[config.mk]
export PLATFORM = sky130hd
export DESIGN_NAME = pcg_gpio_port
export DESIGN_NICKNAME = d
export VERILOG_FILES = /design/src/pcg_pkg.sv /design/src/pcg_gpio_port.sv
export VERILOG_INCLUDE_DIRS = /design/src
export SDC_FILE = /design/constraint.sdc
export NUM_CORES = 1
export LEC_CHECK = 0
export BUFFER_PORTS_ARGS = -buffer_cell sky130_fd_sc_hd__clkbuf_2
export CAP_MARGIN = 15
export CELL_PAD_IN_SITES_DETAIL_PLACEMENT = 0
export CELL_PAD_IN_SITES_GLOBAL_PLACEMENT = 1
export CORE_MARGIN = 4
export CORE_UTILIZATION = 25
export CTS_CLUSTER_SIZE = 16
export DETAILED_ROUTE_END_ITERATION = 6
export PLACE_DENSITY_LB_ADDON = 0.12
export SETUP_SLACK_MARGIN = 0.05
export SYNTH_ARGS = -nofsm -noshare
export SYNTH_HDL_FRONTEND = slang
export SYNTH_SLANG_ARGS = --single-unit
[constraint.sdc]
create_clock -name sys_clk -period 12.37 [get_ports sys_clk]
set_input_delay 2.474 -clock sys_clk [delete_from_list [all_inputs] [get_ports sys_clk]]
set_output_delay 2.474 -clock sys_clk [all_outputs]
set_load 0.02 [all_outputs]
[src/pcg_defines.svh]
// Purpose: constants of the packet controlled gpio port
// Assumes: 40 MHz sys_clk
// Notes: offsets are byte addresses on the register bus
`ifndef PCG_DEFINES_SVH
`define PCG_DEFINES_SVH
////////////////////////////////////////////////////////////////////////////////
// timing
`define PCG_CLK_MHZ 40
`define PCG_PWM_STEP_NS 100000
`define PCG_PWM_STEP_CYCLES ((`PCG_PWM_STEP_NS * `PCG_CLK_MHZ) / 1000)
`define PCG_PWM_STEPS 8'h64
`define PCG_PWM_LAST 8'h63
`define PCG_SAMPLE_NS 31250000
`define PCG_SAMPLE_CYCLES ((`PCG_SAMPLE_NS * `PCG_CLK_MHZ) / 1000)
////////////////////////////////////////////////////////////////////////////////
// command codes and replies
`define PCG_CMD_SET 8'h22
`define PCG_CMD_READ 8'h23
`define PCG_CMD_STORE 8'h04
`define PCG_REPLY_ACK 8'h40
`define PCG_REPLY_ERR 8'hC0
`define PCG_LEVEL_HIGH 8'h64
`define PCG_LEN_SET_VALUE 2'h2
`define PCG_LEN_SET_CFG 2'h3
`define PCG_LEN_READ 2'h1
`define PCG_LEN_STORE 2'h0
`define PCG_RLEN_READ 3'h4
`define PCG_RLEN_NONE 3'h0
////////////////////////////////////////////////////////////////////////////////
// register map
`define PCG_REG_CMD 8'h00
`define PCG_REG_GO 8'h04
`define PCG_REG_REPLY 8'h08
`define PCG_REG_RINFO 8'h0C
`define PCG_REG_PINS 8'h10
`define PCG_RESP_OKAY 2'h0
`define PCG_RESP_SLVERR 2'h2
////////////////////////////////////////////////////////////////////////////////
// factory configuration, pin 4 down to pin 0
`define PCG_FACTORY_DRIVE 15'h749A
`define PCG_FACTORY_FUNC 5'h00
`endif

[src/pcg_pkg.sv]
// Purpose: types of the packet controlled gpio port
// Assumes: used with pcg_defines.svh
// Notes: nothing is imported, every use is scoped
package pcg_pkg;
	typedef enum logic [2:0] {
		DRV_UP_PULLDN = 3'b000,
		DRV_STRONG = 3'b001,
		DRV_HIZ = 3'b010,
		DRV_PULLUP_DN = 3'b011,
		DRV_SLOW_UP_HIZ = 3'b100,
		DRV_SLOW = 3'b101,
		DRV_RSVD = 3'b110,
		DRV_HIZ_SLOW_DN = 3'b111
	} pcg_drive_t;
	typedef struct packed {
		logic func;
		pcg_drive_t drive_mode;
		logic [7:0] level;
	} pcg_pin_cfg_t;
	typedef struct packed {
		logic [7:0] cfg;
		logic [7:0] value;
		logic [7:0] index;
		logic [7:0] code;
	} pcg_cmd_t;
	typedef struct packed {
		logic drive;
		logic pull_up;
		logic pull_dn;
		logic slow;
	} pcg_pad_t;
	typedef enum logic [0:0] {
		ST_RESTORE = 1'b0,
		ST_RUN = 1'b1
	} pcg_state_t;
endpackage : pcg_pkg

[src/pcg_gpio_port.sv]
// Purpose: five pin gpio port driven by set, read and store commands over AXI4-Lite
// Assumes: 40 MHz sys_clk, rst soft reset, por power-on reset of the boot copy
// Notes: a command is loaded into CMD, then started by writing its length to GO
`include "pcg_defines.svh"
module pcg_gpio_port #(
	parameter int PINS = 5,
	parameter int ADDR_W = 8,
	parameter int SAMPLE_CYCLES = `PCG_SAMPLE_CYCLES
) (
	input wire logic sys_clk,
	input wire logic rst,
	input wire logic por,
	input wire logic [ADDR_W-1:0] s_axi_awaddr,
	input wire logic s_axi_awvalid,
	output logic s_axi_awready,
	input wire logic [31:0] s_axi_wdata,
	input wire logic [3:0] s_axi_wstrb,
	input wire logic s_axi_wvalid,
	output logic s_axi_wready,
	output logic [1:0] s_axi_bresp,
	output logic s_axi_bvalid,
	input wire logic s_axi_bready,
	input wire logic [ADDR_W-1:0] s_axi_araddr,
	input wire logic s_axi_arvalid,
	output logic s_axi_arready,
	output logic [31:0] s_axi_rdata,
	output logic [1:0] s_axi_rresp,
	output logic s_axi_rvalid,
	input wire logic s_axi_rready,
	input wire logic [PINS-1:0] gpio_in,
	output logic [PINS-1:0] gpio_out,
	output logic [PINS-1:0] gpio_oe_n,
	output logic [PINS-1:0] gpio_pull_up,
	output logic [PINS-1:0] gpio_pull_dn,
	output logic [PINS-1:0] gpio_slow,
	input wire logic host_power_ctl,
	input wire logic host_reset_ctl,
	input wire logic one_wire_sensor_role_tx,
	output logic host_power_sense,
	output logic one_wire_sensor_role_rx
);
	localparam int STEP_CYCLES = `PCG_PWM_STEP_CYCLES;
	localparam int SCNT_W = $clog2(SAMPLE_CYCLES);
	localparam int PCNT_W = $clog2(STEP_CYCLES);
	localparam logic [SCNT_W-1:0] SAMPLE_LAST = SCNT_W'(SAMPLE_CYCLES - 1);
	localparam logic [PCNT_W-1:0] STEP_LAST = PCNT_W'(STEP_CYCLES - 1);

	pcg_pkg::pcg_state_t state;
	pcg_pkg::pcg_cmd_t cmd_q;
	pcg_pkg::pcg_pin_cfg_t cfg_q [PINS];
	pcg_pkg::pcg_pin_cfg_t boot_q [PINS];
	logic aw_held, w_held, wr_do, go_pulse, wr_hit;
	logic [ADDR_W-1:0] aw_addr;
	logic [31:0] w_data;
	logic [3:0] w_strb;
	logic [1:0] go_len, start_len;
	logic idx_ok, val_ok, is_set, is_read, is_store, cmd_ok;
	logic [2:0] idx;
	logic [7:0] reply_type;
	logic [2:0] reply_len;
	logic [31:0] reply_data;
	logic [PINS-1:0] sync1, sync2, sync3, stab, pin_level, rise, fall, clr, role_level, pwm_high;
	logic [SCNT_W-1:0] sample_cnt;
	logic sample_tick, sample_seen;
	logic [PCNT_W-1:0] step_div;
	logic step_tick;
	logic [7:0] step_cnt;

	////////////////////////////////////////////////////////////////////////////////
	// write channel: address and data taken in either order, answer after both
	assign s_axi_awready = !aw_held && !s_axi_bvalid;
	assign s_axi_wready = !w_held && !s_axi_bvalid;
	assign wr_do = aw_held && w_held && !s_axi_bvalid;
	assign wr_hit = (aw_addr == `PCG_REG_CMD) || (aw_addr == `PCG_REG_GO);
	assign go_pulse = wr_do && (aw_addr == `PCG_REG_GO) && w_strb[0];
	always_ff @(posedge sys_clk or posedge rst) begin
		if (rst) begin
			aw_held <= 1'b0;
			w_held <= 1'b0;
			aw_addr <= '0;
			w_data <= '0;
			w_strb <= '0;
		end else begin
			if (s_axi_awvalid && s_axi_awready) begin
				aw_held <= 1'b1;
				aw_addr <= s_axi_awaddr;
			end
			if (s_axi_wvalid && s_axi_wready) begin
				w_held <= 1'b1;
				w_data <= s_axi_wdata;
				w_strb <= s_axi_wstrb;
			end
			if (wr_do) begin
				aw_held <= 1'b0;
				w_held <= 1'b0;
			end
		end
	end

	// write response, slverr on an unmapped or read-only word
	always_ff @(posedge sys_clk or posedge rst) begin
		if (rst) begin
			s_axi_bvalid <= 1'b0;
			s_axi_bresp <= `PCG_RESP_OKAY;
		end else if (wr_do) begin
			s_axi_bvalid <= 1'b1;
			s_axi_bresp <= wr_hit ? `PCG_RESP_OKAY : `PCG_RESP_SLVERR;
		end else if (s_axi_bready) begin
			s_axi_bvalid <= 1'b0;
		end
	end

	// command word, byte lanes honoured
	always_ff @(posedge sys_clk or posedge rst) begin
		if (rst) begin
			cmd_q <= '0;
			go_len <= '0;
		end else if (wr_do && aw_addr == `PCG_REG_CMD) begin
			for (int b = 0; b < 4; b++) begin
				if (w_strb[b])
					cmd_q[b*8 +: 8] <= w_data[b*8 +: 8];
			end
		end else if (go_pulse) begin
			go_len <= w_data[1:0];
		end
	end

	////////////////////////////////////////////////////////////////////////////////
	// read channel: one cycle to rvalid, held until rready
	assign s_axi_arready = !s_axi_rvalid;
	always_ff @(posedge sys_clk or posedge rst) begin
		if (rst) begin
			s_axi_rvalid <= 1'b0;
			s_axi_rdata <= '0;
			s_axi_rresp <= `PCG_RESP_OKAY;
		end else if (s_axi_arvalid && s_axi_arready) begin
			s_axi_rvalid <= 1'b1;
			s_axi_rresp <= `PCG_RESP_OKAY;
			unique case (s_axi_araddr)
				`PCG_REG_CMD: s_axi_rdata <= cmd_q;
				`PCG_REG_GO: s_axi_rdata <= {30'h0, go_len};
				`PCG_REG_REPLY: s_axi_rdata <= reply_data;
				`PCG_REG_RINFO: s_axi_rdata <= {21'h0, reply_len, reply_type};
				`PCG_REG_PINS: s_axi_rdata <= {17'h0, rise, fall, pin_level};
				default: begin
					s_axi_rdata <= '0;
					s_axi_rresp <= `PCG_RESP_SLVERR;
				end
			endcase
		end else if (s_axi_rready) begin
			s_axi_rvalid <= 1'b0;
		end
	end

	////////////////////////////////////////////////////////////////////////////////
	// command decode
	assign idx = cmd_q.index[2:0];
	assign idx_ok = cmd_q.index < 8'(PINS);
	assign val_ok = cmd_q.value <= `PCG_LEVEL_HIGH;
	// length comes straight from the go word, go_len only updates at the same edge
	assign start_len = w_data[1:0];
	assign is_set = go_pulse && cmd_q.code == `PCG_CMD_SET && idx_ok && val_ok
		&& (start_len == `PCG_LEN_SET_VALUE || start_len == `PCG_LEN_SET_CFG);
	assign is_read = go_pulse && cmd_q.code == `PCG_CMD_READ && idx_ok && start_len == `PCG_LEN_READ;
	assign is_store = go_pulse && cmd_q.code == `PCG_CMD_STORE && start_len == `PCG_LEN_STORE;
	assign cmd_ok = is_set || is_read || is_store;

	// reply: ack type is code with 0x40, refused commands get code with 0xC0
	always_ff @(posedge sys_clk or posedge rst) begin
		if (rst) begin
			reply_type <= '0;
			reply_len <= `PCG_RLEN_NONE;
			reply_data <= '0;
		end else if (go_pulse) begin
			reply_type <= (cmd_ok ? `PCG_REPLY_ACK : `PCG_REPLY_ERR) | cmd_q.code;
			reply_len <= is_read ? `PCG_RLEN_READ : `PCG_RLEN_NONE;
			reply_data <= '0;
			if (is_read)
				reply_data <= {4'h0, cfg_q[idx].func, cfg_q[idx].drive_mode, cfg_q[idx].level,
					5'h00, rise[idx], fall[idx], pin_level[idx], cmd_q.index};
		end
	end

	////////////////////////////////////////////////////////////////////////////////
	// boot copy restored one cycle after reset release
	always_ff @(posedge sys_clk or posedge rst) begin
		if (rst)
			state <= pcg_pkg::ST_RESTORE;
		else
			state <= pcg_pkg::ST_RUN;
	end

	////////////////////////////////////////////////////////////////////////////////
	// pwm time base: 100 steps of 100 us make the 10 ms period
	assign step_tick = step_div == STEP_LAST;
	always_ff @(posedge sys_clk or posedge rst) begin
		if (rst) begin
			step_div <= '0;
			step_cnt <= '0;
		end else if (step_tick) begin
			step_div <= '0;
			step_cnt <= (step_cnt == `PCG_PWM_LAST) ? 8'h00 : step_cnt + 8'h01;
		end else begin
			step_div <= step_div + PCNT_W'(1);
		end
	end

	// 32 Hz sample strobe, free running
	assign sample_tick = sample_cnt == SAMPLE_LAST;
	always_ff @(posedge sys_clk or posedge rst) begin
		if (rst)
			sample_cnt <= '0;
		else
			sample_cnt <= sample_tick ? '0 : sample_cnt + SCNT_W'(1);
	end

	// first sample after reset only loads the level, so no false edge follows reset
	always_ff @(posedge sys_clk or posedge rst) begin
		if (rst)
			sample_seen <= 1'b0;
		else if (sample_tick)
			sample_seen <= 1'b1;
	end

	////////////////////////////////////////////////////////////////////////////////
	// default roles: pin 1 sense, 2 power, 3 reset, 4 one-wire
	assign role_level = {one_wire_sensor_role_tx, host_reset_ctl, host_power_ctl, 1'b1, 1'b0};
	assign host_power_sense = pin_level[1];
	assign one_wire_sensor_role_rx = stab[4];
	assign clr = is_read ? (PINS'(1) << idx) : '0;

	////////////////////////////////////////////////////////////////////////////////
	// per pin logic
	for (genvar i = 0; i < PINS; i++) begin : g_pin
		pcg_pkg::pcg_pad_t pad;
		logic lvl;
		// factory setting of this pin, cut to field width on purpose
		localparam pcg_pkg::pcg_pin_cfg_t FACTORY_CFG = {1'(`PCG_FACTORY_FUNC >> i),
			pcg_pkg::pcg_drive_t'(3'(`PCG_FACTORY_DRIVE >> (3 * i))), 8'h00};

		// configuration; only the low nibble of the config byte is kept
		always_ff @(posedge sys_clk or posedge rst) begin
			if (rst) begin
				cfg_q[i] <= FACTORY_CFG;
			end else if (state == pcg_pkg::ST_RESTORE) begin
				cfg_q[i] <= boot_q[i];
			end else if (is_set && idx == 3'(i)) begin
				cfg_q[i].level <= cmd_q.value;
				if (start_len == `PCG_LEN_SET_CFG) begin
					cfg_q[i].func <= cmd_q.cfg[3];
					cfg_q[i].drive_mode <= pcg_pkg::pcg_drive_t'(cmd_q.cfg[2:0]);
				end
			end
		end

		// boot copy survives soft reset, lost only at power-on
		always_ff @(posedge sys_clk or posedge por) begin
			if (por)
				boot_q[i] <= FACTORY_CFG;
			else if (is_store)
				boot_q[i] <= cfg_q[i];
		end

		// pwm compare, 0 never high, 100 always high
		assign pwm_high[i] = cfg_q[i].level >= `PCG_LEVEL_HIGH || step_cnt < cfg_q[i].level;
		assign lvl = cfg_q[i].func ? pwm_high[i] : role_level[i];

		// drive mode decode
		always_comb begin
			pad = '0;
			unique case (cfg_q[i].drive_mode)
				pcg_pkg::DRV_UP_PULLDN: begin
					pad.drive = lvl;
					pad.pull_dn = !lvl;
				end
				pcg_pkg::DRV_STRONG: pad.drive = 1'b1;
				pcg_pkg::DRV_HIZ: pad = '0;
				pcg_pkg::DRV_PULLUP_DN: begin
					pad.drive = !lvl;
					pad.pull_up = lvl;
				end
				pcg_pkg::DRV_SLOW_UP_HIZ: begin
					pad.drive = lvl;
					pad.slow = 1'b1;
				end
				pcg_pkg::DRV_SLOW: begin
					pad.drive = 1'b1;
					pad.slow = 1'b1;
				end
				pcg_pkg::DRV_RSVD: pad = '0; // reserved code kept safe as an input
				pcg_pkg::DRV_HIZ_SLOW_DN: begin
					pad.drive = !lvl;
					pad.slow = 1'b1;
				end
			endcase
		end

		// registered pad controls
		always_ff @(posedge sys_clk or posedge rst) begin
			if (rst) begin
				gpio_out[i] <= 1'b0;
				gpio_oe_n[i] <= 1'b1;
				gpio_pull_up[i] <= 1'b0;
				gpio_pull_dn[i] <= 1'b0;
				gpio_slow[i] <= 1'b0;
			end else begin
				gpio_out[i] <= lvl;
				gpio_oe_n[i] <= !pad.drive;
				gpio_pull_up[i] <= pad.pull_up;
				gpio_pull_dn[i] <= pad.pull_dn;
				gpio_slow[i] <= pad.slow;
			end
		end

		// pin synchroniser; a change counts once the last two stages agree
		always_ff @(posedge sys_clk or posedge rst) begin
			if (rst) begin
				sync1[i] <= 1'b0;
				sync2[i] <= 1'b0;
				sync3[i] <= 1'b0;
				stab[i] <= 1'b0;
			end else begin
				sync1[i] <= gpio_in[i];
				sync2[i] <= sync1[i];
				sync3[i] <= sync2[i];
				if (sync2[i] == sync3[i])
					stab[i] <= sync3[i];
			end
		end

		// slow sampling is what makes the edge flags bounce free
		always_ff @(posedge sys_clk or posedge rst) begin
			if (rst) begin
				pin_level[i] <= 1'b0;
				rise[i] <= 1'b0;
				fall[i] <= 1'b0;
			end else begin
				if (sample_tick)
					pin_level[i] <= stab[i];
				// a new edge beats a clear in the same cycle
				rise[i] <= (sample_tick && sample_seen && stab[i] && !pin_level[i]) || (rise[i] && !clr[i]);
				fall[i] <= (sample_tick && sample_seen && !stab[i] && pin_level[i]) || (fall[i] && !clr[i]);
			end
		end

	end
endmodule : pcg_gpio_port

Word-level counts from Yosys, hierarchy flattened. Cells that the tools add are included. W data, S select, Z words.

Flip-flop bits (word level): 384. Input port bits: 68. Output and inout port bits: 68. Word-level logic and storage cells: 413.

Add/sub/neg operators: 3. Order comparisons: 14. Eq/ne operators: 64. Shift-type cells: 1. Muxes and demuxes: 63. Bitwise logic cells: 3. Reduce and logical (&&, ||, !) cells: 152.

Operators by type and width (count): $pmux W32 S5 (1); $mux W12 (13); $eq A3 B3 Y1 const B (21); $logic_and A1 B1 Y1 (55); $ge A8 B7 Y1 const B (5); $lt A8 B8 Y1 (5); $reduce_or A2 Y1 (20); $bmux W12 S3 (1); $eq A3 B2 Y1 const B (12); $mux W1 (31); $logic_not A1 Y1 (29); $mux W28 (1); $eq A8 B3 Y1 const B (3); $add A21 B1 Y21 const B (1); $eq A21 B21 Y1 const B (1); $mux W21 (1); $pmux W1 S4 (5); $reduce_and A2 Y1 (10); $logic_or A1 B1 Y1 (19); $eq A3 B1 Y1 const B (6); $logic_not A3 Y1 (6); $eq A8 B4 Y1 const B (2); $eq A8 B6 Y1 const B (2); $logic_not A8 Y1 (2); 27 further kinds (48).

Logic depth before layout (Yosys ltp).
Depth in word-level cells: 12. Depth in mapped cells: 9. Mapped depth without buffers: 7.

Worst setup path before layout. OpenSTA, ideal clock, no wires.

Path type: in2reg. From: input port s_axi_araddr[6]. To: register s_axi_rdata[17]. Setup time: 0.083 ns. Arrival: 4.260 ns. Required time: 12.287 ns. Slack: 8.027 ns. Stages on the path: 6. Path buffers: 2. Cells stage by stage: or4_1 -> nor4_1 -> clkbuf_1 -> clkbuf_1 -> a22oi_1 -> o21ai_0.

Word-level cells in the longest chain between the ends: 2. Elaborated cells on any way between the ends: 6. Classes of those cells: 4 x eq/ne; 1 x mux; 1 x reduce/logical.

Ends and longest elaborated chain: from (decl) (line pcg_gpio_port.sv:23) `input wire logic [ADDR_W-1:0] s_axi_araddr,`; $eq A8 B5 Y1 (tied with other cells) (line pcg_gpio_port.sv:139) `unique case (s_axi_araddr)`; $pmux W32 S5 * (line pcg_gpio_port.sv:139); to (signal assigned) (line pcg_gpio_port.sv:140) `` `PCG_REG_CMD: s_axi_rdata <= cmd_q; ``; to (signal assigned) (line pcg_gpio_port.sv:141) `` `PCG_REG_GO: s_axi_rdata <= {30'h0, go_len}; ``; to (signal assigned) (line pcg_gpio_port.sv:142) `` `PCG_REG_REPLY: s_axi_rdata <= reply_data; ``; to (decl) (line pcg_gpio_port.sv:26) `output logic [31:0] s_axi_rdata,`.

Mark *: on every way between the ends. The rest lies on a longest branch, timed or not. A chain may end at the register's enable or synchronous reset.

==> results.yml <==
run_status:
  status: "finished, final reports clean"
timing:
  setup_tns_ns: 0
  period_share: 0.362
  worstMarginPinSlew_ns: 1.12
  fmax_mhz: 223
  rsz0062_at_grt: "false"
  holdWs_ns: 0.355
  setup_viol: 0
  finalCriticalPeriod_ns: 4.48
  final-max-slew-violation-count: 0
  relSlewSlack: 0.250
  finalHoldViolCount: 0
  finClkSkew_ns: 0.0167
floorplanning:
  num_rows: 93
  initial_utilization: 0.254
  die_h_um: 265
  core_mm2: 0.0649
  io_pins: 136
  die_w_um: 265
  dieArea_mm2: 0.0702
global_route:
  gr-usage-met1: 0.199
  grt-busiest-layer: "met2"
  met3_usage: 0.0195
  grt_pass1_vias: 12100
  overflow: 0
  met2_usage: 0.243
  grt_usage: 0.145
  grt_pass1_wl_um: 78900
  antenna_found_initial: 0
  grt_max_degree: 112
worst_setup_path:
  crit_buf_inv: 4
  rrSetupSlack_ns: 8.70
  critPathTopFamily: "buffers and inverters"
  cp_slowest_cell: "buf_4"
  cp_max_fo: 111
  crit_chain: "clkbuf_2 > inv_8 > buf_4 > buf_4"
  critPathCaptureType: "async pin"
  critPathRequiredTime_ns: 12.92
  arrival_ns: 5.03
  crit_type: "input port to async pin"
  worst_path_most_repeated_cell: "buf_4"
  cp-start-kind: "input port"
  critPathMaxStageDelay_ns: 0.89
synth:
  ys_types: 60
  synth-seq-area-share: 0.564
  yosys_warnings: 0
  synth.avg_cell_area_um2: 11.2
  yosysTopAreaCell: "dfrtp_1"
  async_reset_ff_frac: 1.00
  synth_area_mm2: 0.0165
  ys_ff_latch: 371
  synth_top_area_frac: 0.531
  synth_edf_count: 0
  synth-main-ff-cell: "dfrtp_1"
  synthTopCellsByArea: "dfrtp_1 53%, mux2_2 6.8%, nand2_1 3.9%"
  synthCells: 1479
power:
  p_comb_frac: 0.091
  power_frac_seq: 0.454
  switching_share: 0.253
  p_sw_uw: 775
  ir_drop_uv: 67.4
  power_density_mw_per_mm2: 155
  p_int_uw: 2290
  p_clk_frac: 0.454
  cellLeakagePower_uw: 0.00858
clocking:
  clock_latency_ns: 0.58
  cts_resized: 0
  ctsHoldBuffers: 0
  post_cts_buffers: 0
  clkSinkCount: 371
  cts_buffers: 45
  cts_root_buffer: "clkbuf_16"
  tritoncts: "yes"
  ctsHtreeMaxLevel: 2
  path_clk_slew_ns: 0.06
  clk_path_buf_depth: 3
drt:
  initialDrtViolationCount: 768
  drc: 0
  vias_per_cell: 4.68
  wl_per_cell_um: 20.4
  dr_total_vias: 11700
  wl_um: 51100
  dr.pass1.iters: 7
  final_antenna_net_count: 0
cells_and_area:
  diodes: 0
  syn_to_final_growth_pct: 19.9
  nNetsFinal: 1714
  final_cell_mix: "349 x dfrtp_1, 170 x nand2_1, 133 x clkbuf_2"
  drive_gt1_frac: 0.238
  nFillCells: 6734
  layout_commonest_cell: "dfrtp_1"
placement:
  dp.final_hpwl_um: 34100
  gp_congestion: 0.733
  io_buffers: 133
job:
  drv_cap: 0
worst_hold_path:
  hold_class: "flop to flop"
## metrics by stage
step	setup WS, ns	cells	area [um2]	utilization	power (uW)
floorplan	1.32	1480	16500	-	1600
CTS	7.79	2499	19800	0.305	3140
detailed placement	7.17	2415	18200	0.280	1710
global placement	7.19	2415	18200	0.280	1700
finish	7.89	2500	19800	0.305	3070
global route	7.43	2500	19800	0.305	3220
## power groups by stage
stage               Clock, uW  Sequential, uW  Combinational [uW]
floorplan                   0            1380                 213
global placement            0            1420                 284
detailed placement          0            1420                 288
CTS                      1450            1400                 289
global route             1500            1410                 312
finish                   1390            1390                 280
## synthesized netlist by cell type (11+ instances only)
cell type,n
dfrtp_1,350
nand2b_1,16
nor2b_1,23
nor2_1,44
xnor2_1,17
nor4b_1,14
nand4_1,23
dfstp_2,21
o221ai_1,35
o21ai_0,102
nand3_1,80
clkbuf_1,65
mux4_2,17
mux2_2,100
mux2i_1,20
o211ai_1,21
nor4_1,18
ha_1,38
nand2_1,170
a21oi_1,30
xor2_1,11
a22oi_1,16
inv_1,104
a21boi_0,13
## metal layers
metal | share of wire | vias up
met2 | 0.49 | 170
li1 | - | 5544
met5 | 0 | -
met1 | 0.46 | 5925
met4 | 0.017 | 0
met3 | 0.031 | 62
## sequential cells by signal, summed over array words and instances (netlist names), 5 cells and up
signal / count
aw_addr: 8
gpio_slow: 5
reply_data: 23
gpio_pull_up: 5
boot_q: 60
cmd_q: 32
sync1: 5
reply_type: 8
sample_cnt: 21
sync3: 5
cfg_q: 60
s_axi_rdata: 32
fall: 5
gpio_out: 5
w_data: 32
step_cnt: 8
sync2: 5
gpio_pull_dn: 5
step_div: 12
gpio_oe_n: 5
rise: 5
## final timing paths
| check | start | to | cells after the start |
|---|---|---|---|
| min reg2reg | sync1[4] | sync2[4] | 0 |
| max | rst | rise[4] | 4 |
| min in group asynchronous | rst | gpio_out[0] | 2 |
| max in group sys_clk | s_axi_araddr[6] | s_axi_rdata[18] | 5 |
| min | sync1[4] | sync2[4] | 0 |
| max reg2reg | aw_addr[3] | rise[2] | 6 |
## cell type report
type	count	area [um2]	share of cell area
flip-flops and latches	371	9310	0.471
multi-input cells	926	6560	0.332
clock buffers	68	1360	0.0689
well taps	855	1070	0.0541
repair buffers	160	876	0.0443
inverters	104	398	0.0201
clock inverters	16	206	0.0104
## cells by family (layout without fill, tap and decap cells)
logic type / Yosys count / in the layout / share of synthesized area
AOI/OAI and AO/OA: 278 / 278 / 0.111
buffers and inverters: 183 / 348 / 0.0422
adders and majority gates: 43 / 43 / 0.0318
xor gates and xnor gates: 28 / 28 / 0.0149
and+or+nand+nor: 437 / 437 / 0.132
DFF: 371 / 371 / 0.564
other: 2 / 3 / 0.000455
muxes: 137 / 137 / 0.104
No activity file was read; power rests on OpenSTA's default activity.
